<file path="src/logic/sdh_pkg.sv">
// sdh_pkg: constants for the single-wire debug serial handshake block
// assumes the serial clock i_clk is the target serial clock (20 MHz)
package sdh_pkg;
	localparam int unsigned CLK_HZ          = 20000000;
	localparam int unsigned BIT_CYCLES      = 16;
	localparam int unsigned TIMEOUT_CYCLES  = 512;
	localparam int unsigned RX_SAMPLE_CYC   = 10;
	localparam int unsigned TX_ONE_PULSE    = 7;
	localparam int unsigned TX_ZERO_PULSE   = 13;
	localparam int unsigned ACK_LOW_CYCLES  = 16;
	localparam int unsigned ACK_MIN_GAP     = 32;
	localparam int unsigned OPCODE_BITS     = 8;
	localparam int unsigned WORD_BITS       = 16;
	localparam int unsigned CNT_W           = 10;
	localparam logic [CNT_W-1:0] CNT_RESET  = 10'h000;
	localparam logic [4:0]  BITN_RESET      = 5'h00;

	typedef enum logic [2:0]
	{
		SDH_IDLE   = 3'b000,
		SDH_RX     = 3'b001,
		SDH_TX     = 3'b011,
		SDH_WAIT   = 3'b010,
		SDH_ACKLO  = 3'b110,
		SDH_ACKHI  = 3'b111
	} sdh_state_t;
endpackage

</file>
<file path="src/logic/sdh_edge_sync.sv">
// sdh_edge_sync: two-flop synchroniser for the debug pin plus falling-edge detect
// assumes i_pin is asynchronous to i_clk
`timescale 1ns/1ns
module sdh_edge_sync
(
	input  wire logic i_clk,
	input  wire logic i_rst,
	input  wire logic i_pin,
	output logic      o_level,
	output logic      o_fall
);
	logic meta_q;
	logic meta_d;
	logic sync_q;
	logic sync_d;
	logic prev_q;
	logic prev_d;

	always_comb
	begin
		meta_d = i_pin;
		sync_d = meta_q;
		prev_d = sync_q;
	end

	// no reset on the two synchroniser flops: the pin level held during reset must reach the mode strap
	always_ff @(posedge i_clk)
	begin
		meta_q <= meta_d;
		sync_q <= sync_d;
	end

	// idle level is high, so a pin left high through reset gives no false edge; one held low in reset shows a fall just after release
	always_ff @(posedge i_clk)
	begin
		if (i_rst)
			prev_q <= 1'b1;
		else
			prev_q <= prev_d;
	end

	// edge seen from the second flop only, within a cycle of the synchronised level
	assign o_level = sync_q;
	assign o_fall  = prev_q & ~sync_q;
endmodule

</file>
<file path="src/logic/sdh_serial.sv">
// sdh_serial: target-side bit engine and acknowledge pulse generator on the debug serial pin
// assumes i_clk is the target serial clock; command decode and bus access live outside
// Behaviour
// - msb first, sixteen cycles per bit
// - 512 idle cycles between edges: timeout
// - pin driven low or brief high only
// - edge synchronised, delays counted from it
// - received bit sampled ten cycles after start
// - sent one: speedup pulse at cycle seven
// - sent zero: low thirteen cycles then speedup
// - ack: own edge, sixteen low, speedup
// - ack no sooner than 32 after end
// - ack delay unbounded, no maximum assumed
// - stop before execution discards pending command
// - byte read fetched, then ack issued
// - no nested acks, host aborts first
// - no internal ack timeout
// - pin is mode strap during reset
// - handshake off after reset, set by commands
// - commands: opcode, then address/data words
`timescale 1ns/1ns
module sdh_serial
(
	input  wire logic        i_clk,
	input  wire logic        i_rst,
	input  wire logic        i_pin,
	output logic             o_pin,
	output logic             o_pin_oe,
	output logic             o_mode_strap,
	input  wire logic        i_ack_enable,
	input  wire logic        i_ack_disable,
	input  wire logic        i_rx_arm,
	input  wire logic [4:0]  i_rx_bits,
	output logic             o_rx_valid,
	output logic [15:0]      o_rx_data,
	input  wire logic        i_tx_load,
	input  wire logic [4:0]  i_tx_bits,
	input  wire logic [15:0] i_tx_data,
	output logic             o_tx_done,
	input  wire logic        i_cmd_executed,
	input  wire logic        i_cpu_stop,
	output logic             o_ack_enabled,
	output logic             o_ack_pending,
	output logic             o_timeout,
	output logic             o_busy
);
	logic                          pin_level;
	logic                          pin_fall;
	sdh_pkg::sdh_state_t           state_q;
	sdh_pkg::sdh_state_t           state_d;
	logic [sdh_pkg::CNT_W-1:0]     cnt_q;
	logic [sdh_pkg::CNT_W-1:0]     cnt_d;
	logic [sdh_pkg::CNT_W-1:0]     idle_q;
	logic [sdh_pkg::CNT_W-1:0]     idle_d;
	logic [4:0]                    left_q;
	logic [4:0]                    left_d;
	logic [15:0]                   shift_q;
	logic [15:0]                   shift_d;
	logic                          txmode_q;
	logic                          txmode_d;
	logic                          ack_en_q;
	logic                          ack_en_d;
	logic                          pend_q;
	logic                          pend_d;
	logic                          gap_ok_q;
	logic                          gap_ok_d;
	logic                          strap_q;
	logic                          strap_d;
	logic                          in_rst_q;
	logic                          rx_valid_q;
	logic                          rx_valid_d;
	logic                          tx_done_q;
	logic                          tx_done_d;
	logic                          tmo_q;
	logic                          tmo_d;
	logic                          drv_q;
	logic                          drv_d;
	logic                          oe_q;
	logic                          oe_d;
	logic                          cur_bit;

	sdh_edge_sync u_sync
	(
		.i_clk   (i_clk),
		.i_rst   (i_rst),
		.i_pin   (i_pin),
		.o_level (pin_level),
		.o_fall  (pin_fall)
	);

	assign cur_bit = shift_q[15];

	always_comb
	begin
		state_d    = state_q;
		cnt_d      = cnt_q;
		idle_d     = idle_q;
		left_d     = left_q;
		shift_d    = shift_q;
		txmode_d   = txmode_q;
		ack_en_d   = ack_en_q;
		pend_d     = pend_q;
		gap_ok_d   = gap_ok_q;
		rx_valid_d = 1'b0;
		tx_done_d  = 1'b0;
		tmo_d      = 1'b0;
		drv_d      = 1'b0;
		oe_d       = 1'b0;
		// handshake enable follows the dedicated commands, cleared by reset
		if (i_ack_enable)
			ack_en_d = 1'b1;
		else if (i_ack_disable)
			ack_en_d = 1'b0;
		// pending command: set on execution request wins over a stop discard
		if (i_cmd_executed && ack_en_q)
			pend_d = 1'b1;
		else if (i_cpu_stop)
			pend_d = 1'b0;
		// gap counter since last command end; saturates, never times out the ack
		if (idle_q != sdh_pkg::CNT_RESET && !gap_ok_q)
		begin
			idle_d = idle_q - 10'h001;
			if (idle_q == 10'h001)
				gap_ok_d = 1'b1;
		end
		if (i_rx_arm && left_q == 5'h00)
		begin
			left_d   = i_rx_bits;
			txmode_d = 1'b0;
			shift_d  = 16'h0000;
		end
		else if (i_tx_load && left_q == 5'h00)
		begin
			left_d   = i_tx_bits;
			txmode_d = 1'b1;
			// left-justify so the msb of the word leaves first
			shift_d  = i_tx_data << (5'd16 - i_tx_bits);
		end
		case (state_q)
			sdh_pkg::SDH_IDLE:
			begin
				cnt_d = (cnt_q == sdh_pkg::CNT_RESET) ? cnt_q : cnt_q + 10'h001;
				if (left_q != 5'h00 && cnt_q == 10'(sdh_pkg::TIMEOUT_CYCLES - 1))
				begin
					tmo_d  = 1'b1;
					left_d = 5'h00;
					cnt_d  = sdh_pkg::CNT_RESET;
				end
				else if (pin_fall && left_q != 5'h00)
				begin
					// host opens the bit; count from the perceived edge
					cnt_d   = 10'h001;
					state_d = txmode_q ? sdh_pkg::SDH_TX : sdh_pkg::SDH_RX;
					// a zero is held low from the perceived start, so the pin never floats up after host release
					oe_d    = txmode_q & ~cur_bit;
				end
				else if (pend_q && gap_ok_q && left_q == 5'h00)
				begin
					// own falling edge opens the acknowledge pulse
					cnt_d   = sdh_pkg::CNT_RESET;
					state_d = sdh_pkg::SDH_ACKLO;
					oe_d    = 1'b1;
				end
			end
			sdh_pkg::SDH_RX:
			begin
				cnt_d = cnt_q + 10'h001;
				if (cnt_q == 10'(sdh_pkg::RX_SAMPLE_CYC))
					shift_d = {shift_q[14:0], pin_level};
				if (cnt_q == 10'(sdh_pkg::BIT_CYCLES))
				begin
					left_d  = left_q - 5'h01;
					cnt_d   = 10'h001;
					state_d = sdh_pkg::SDH_IDLE;
					if (left_q == 5'h01)
					begin
						rx_valid_d = 1'b1;
						idle_d     = 10'(sdh_pkg::ACK_MIN_GAP);
						gap_ok_d   = 1'b0;
					end
				end
			end
			sdh_pkg::SDH_TX:
			begin
				cnt_d = cnt_q + 10'h001;
				// one: release, pulse at seven; zero: low to thirteen, then pulse
				if (cur_bit)
				begin
					if (cnt_q == 10'(sdh_pkg::TX_ONE_PULSE - 1))
					begin
						drv_d = 1'b1;
						oe_d  = 1'b1;
					end
				end
				else if (cnt_q < 10'(sdh_pkg::TX_ZERO_PULSE - 1))
					oe_d = 1'b1;
				else if (cnt_q == 10'(sdh_pkg::TX_ZERO_PULSE - 1))
				begin
					drv_d = 1'b1;
					oe_d  = 1'b1;
				end
				if (cnt_q == 10'(sdh_pkg::BIT_CYCLES))
				begin
					shift_d = {shift_q[14:0], 1'b0};
					left_d  = left_q - 5'h01;
					cnt_d   = 10'h001;
					state_d = sdh_pkg::SDH_IDLE;
					if (left_q == 5'h01)
						tx_done_d = 1'b1;
				end
			end
			sdh_pkg::SDH_ACKLO:
			begin
				cnt_d = cnt_q + 10'h001;
				oe_d  = 1'b1;
				if (cnt_q == 10'(sdh_pkg::ACK_LOW_CYCLES - 1))
				begin
					drv_d   = 1'b1;
					state_d = sdh_pkg::SDH_ACKHI;
				end
			end
			sdh_pkg::SDH_ACKHI:
			begin
				if (!(i_cmd_executed && ack_en_q))
					pend_d = 1'b0;
				cnt_d   = 10'h001;
				state_d = sdh_pkg::SDH_IDLE;
			end
			default:
				state_d = sdh_pkg::SDH_IDLE;
		endcase
	end
	always_ff @(posedge i_clk)
	begin
		if (i_rst)
		begin
			state_q    <= sdh_pkg::SDH_IDLE;
			cnt_q      <= sdh_pkg::CNT_RESET;
			idle_q     <= sdh_pkg::CNT_RESET;
			left_q     <= sdh_pkg::BITN_RESET;
			shift_q    <= 16'h0000;
			txmode_q   <= 1'b0;
			ack_en_q   <= 1'b0;
			pend_q     <= 1'b0;
			gap_ok_q   <= 1'b1;
			rx_valid_q <= 1'b0;
			tx_done_q  <= 1'b0;
			tmo_q      <= 1'b0;
			drv_q      <= 1'b0;
			oe_q       <= 1'b0;
			in_rst_q   <= 1'b1;
			strap_q    <= 1'b1;
		end
		else
		begin
			state_q    <= state_d;
			cnt_q      <= cnt_d;
			idle_q     <= idle_d;
			left_q     <= left_d;
			shift_q    <= shift_d;
			txmode_q   <= txmode_d;
			ack_en_q   <= ack_en_d;
			pend_q     <= pend_d;
			gap_ok_q   <= gap_ok_d;
			rx_valid_q <= rx_valid_d;
			tx_done_q  <= tx_done_d;
			tmo_q      <= tmo_d;
			drv_q      <= drv_d;
			oe_q       <= oe_d;
			in_rst_q   <= 1'b0;
			strap_q    <= strap_d;
		end
	end

	// strap taken on the first cycle after release; the synchroniser still shows the pin as held in reset
	always_comb
		strap_d = in_rst_q ? pin_level : strap_q;
	assign o_pin         = drv_q;
	assign o_pin_oe      = oe_q & ~i_rst;
	assign o_mode_strap  = strap_q;
	assign o_rx_valid    = rx_valid_q;
	assign o_rx_data     = shift_q;
	assign o_tx_done     = tx_done_q;
	assign o_ack_enabled = ack_en_q;
	assign o_ack_pending = pend_q;
	assign o_timeout     = tmo_q;
	assign o_busy        = (state_q != sdh_pkg::SDH_IDLE) | (left_q != 5'h00);
endmodule

</file>
<file path="config.mk">
export PLATFORM = sky130hd
export DESIGN_NAME = sdh_serial
export DESIGN_NICKNAME = d
export VERILOG_FILES = /design/src/logic/sdh_pkg.sv /design/src/logic/sdh_edge_sync.sv /design/src/logic/sdh_serial.sv
export SDC_FILE = /design/constraint.sdc
export NUM_CORES = 1
export LEC_CHECK = 0
export BUFFER_PORTS_ARGS = -buffer_cell sky130_fd_sc_hd__buf_2
export CAP_MARGIN = 0
export CORE_MARGIN = 3
export CORE_UTILIZATION = 57
export DETAILED_ROUTE_END_ITERATION = 7
export PLACE_DENSITY = 0.88
export RECOVER_POWER = 25
export SYNTH_ARGS = -nofsm -noshare
export SYNTH_HDL_FRONTEND = slang
export SYNTH_SLANG_ARGS = --single-unit
</file>
<file path="constraint.sdc">
create_clock -name i_clk -period 3 [get_ports i_clk]
set_input_delay 0.6 -clock i_clk [delete_from_list [all_inputs] [get_ports i_clk]]
set_output_delay 0.6 -clock i_clk [all_outputs]
set_load 0.01 [all_outputs]
</file>
==> results.toml <==
[outcome]
outcome = "complete, no violations"

[sta]
fin_crit_sh_pct = 87.0
skew_ns = 0.00470
holdWs_ns = 0.346
hold_viol_final = 0
setup_tns_ns = 0
setup_viol = 0
rsz0062_at_grt = "no"
period_needed_ns = 2.61
slew_headroom_pct = 29.1
report.final.slew_viol_count = 0
worst_slew_pin_slew_ns = 1.06
fmax_mhz = 383

[finish]
drive_gt1_share_pct = 18.7
fillerInstances = 472
final_cell_mix = "nor2_1, dfxtp_1, buf_2"
antenna_cells = 0
design_area_mm2 = 0.00421
syn_to_final_growth_pct = 12.6
nNetsFinal = 548

[drt]
antenna_left = 0
drt_iter0_drc = 335
drt_pass1_iterations = 5
post_drt_wl_per_cell_um = 15.9
drc = 0
routed_wl_um = 9270
viasPerCell = 6.18
vias = 3609

[setup_path]
endpoint_kind = "primary output"
cp_num_buf_inv = 3
cp_slowest_cell = "clkbuf_1"
start_kind = "primary input"
cp.required_ns = 2.40
arrival_ns = 2.01
worstSetupPathType = "in -> out"
cp_top_family = "buffers and inverters"
cp_max_fo = 23
path_cells = "clkbuf_1, clkbuf_1, nor2b_1, buf_2"
slowest_delay_ns = 0.83
crit_top_cell = "clkbuf_1"

[power_and_ir_drop]
leakage_uw = 0.00171
peakVddDrop_mv = 0.454
powerDensity_mw_per_mm2 = 670
power.total_uw = 2830

[floorplanning]
row_count = 28
die_y_um = 87.0
coreArea_mm2 = 0.00613
die_area_mm2 = 0.00757
start_util_pct = 61.0
ios = 60
fp.dieW_um = 87.0

[yosys]
synth_nets = 496
yosysSeqAreaShare_pct = 31.0
synth_area_leaders = "dfxtp_1, mux2i_1, nor2_1"
syn_inst = 452
synthesis.area_mm2 = 0.00374
synth_top_area_share_pct = 31.0
synth_top_flop_cell = "dfxtp_1"
yosysWarnings = 0
synth_seq_cells = 58
syn_avg_cell_area_um2 = 8.28
postSynth.asyncResetShare_pct = 0
synth_edf_count = 0
synth_cell_types = 70
yosysTopAreaCell = "dfxtp_1"

[global_route]
grt_pass1_wl_um = 15700
grtUsageTotal_pct = 25.9
grt_overflow = 0
grt_pass1_vias = 3361
grt_max_degree = 24
antenna_found_initial = 0

[placed_design]
numPortBuffers = 59
placed_cell_area_mm2 = 0.00406
hpwl_um = 6960
place.gp.congestion = 0.939

[worst_hold_path]
hold_path_class = "reg -> reg"

[clocking]
clkTransAtPathRegs_ns = 0.06
postCtsSetupBuffers = 0
htree_levels = 3
clkLatencyLatePin_ns = 0.33
cts_resized = 0
root_buffer = "clkbuf_8"
holdBufCountCts = 0
cts_buffers = 9
cts_tree = "built"
cts_max_path_buffers = 2
clock-sinks = 58

[run]
drv_cap = 0
-- kinds of logic after synthesis --
group	after synthesis	synth area share [%]
and+or+nand+nor	179	24.5
AOI/OAI and AO/OA	114	21.7
DFF	58	31.0
buffers and inverters	41	4.88
muxes	36	11.3
xor gates and xnor gates	15	3.51
adders and majority gates	9	3.01
-- area by class of cell --
class / count / area, um^2 / share of cell area (%)
Clock buffer: 11 / 141 / 3.36
Clock inverter: 5 / 30.0 / 0.713
Inverter: 15 / 56.3 / 1.34
Multi-Input combinational cell: 353 / 2400 / 56.9
Sequential cell: 58 / 1160 / 27.6
Tap cell: 75 / 93.8 / 2.23
Timing Repair Buffer: 67 / 334 / 7.93
-- stage by stage --
stage,instances,setup slack [ns],utilization (%)
4_1_cts,584,0.443,69.1
3_5_place_dp,568,0.403,66.3
2_1_floorplan,452,0.417,-
5_1_grt,584,0.191,68.7
6_report,584,0.391,68.7
3_3_place_gp,568,0.497,66.3
-- flip-flops by register name, summed over array words and instances, names as in the netlist, 3 cells and up --
name and flops:
o_rx_data 16, cnt_q 10, idle_q 10, left_q 5
state_q 3
-- cell usage after synthesis (all sizes together) (4+ instances only) --
cell type,n
a21oi,22
a22o,13
a31oi,9
and2,4
buf,13
clkbuf,13
dfxtp,58
ha,9
inv,15
mux2,7
mux2i,25
mux4,4
nand2,39
nand2b,7
nand3,10
nand3b,5
nor2,59
nor2b,7
nor3,15
nor4,4
o21ai,22
o22ai,5
o2bb2ai,5
o31ai,8
or2,7
xnor2,9
xor2,6
-- worst reg2reg max path, stage by stage, from the launching register on --
cell	delay, ns
dfxtp_1	0.35
inv_1	0.09
ha_1	0.17
nor4b_2	0.49
mux2_4	0.38
a21oi_1	0.42
or2_1	0.23
o21ai_0	0.11
a22o_1	0.23
-- path summary, 6_finish.rpt --
kind / slack [ns] / end / startpoint / depth (start not counted)
min reg2reg: 0.35 / u_sync.o_level / u_sync.meta_q / 0
max reg2reg: 0.42 / cnt_q[4] / left_q[0] / 8
max: 0.39 / o_pin_oe / i_rst / 4
min: 0.35 / u_sync.o_level / u_sync.meta_q / 0
-- power breakdown --
| group | switching, uW | internal, uW | leakage [uW] |
|---|---|---|---|
| Combinational | 697 | 509 | 0.00115 |
| Sequential | 132 | 872 | 0.000472 |
| Clock | 299 | 317 | 0.0000851 |
| Total | 1130 | 1700 | 0.00171 |
-- metal layers --
layer  wire length (um)  vias up  part of all wire [%]  track usage (%)
met5                  0        -                     0                0
met4                192        0                   2.1             8.92
met3                719       20                   7.8             6.72
met2               4310      182                    46             40.9
met1               4050     1659                    44             34.3
li1                   -     1748                     -                -
No activity file was read; power rests on OpenSTA's default activity.
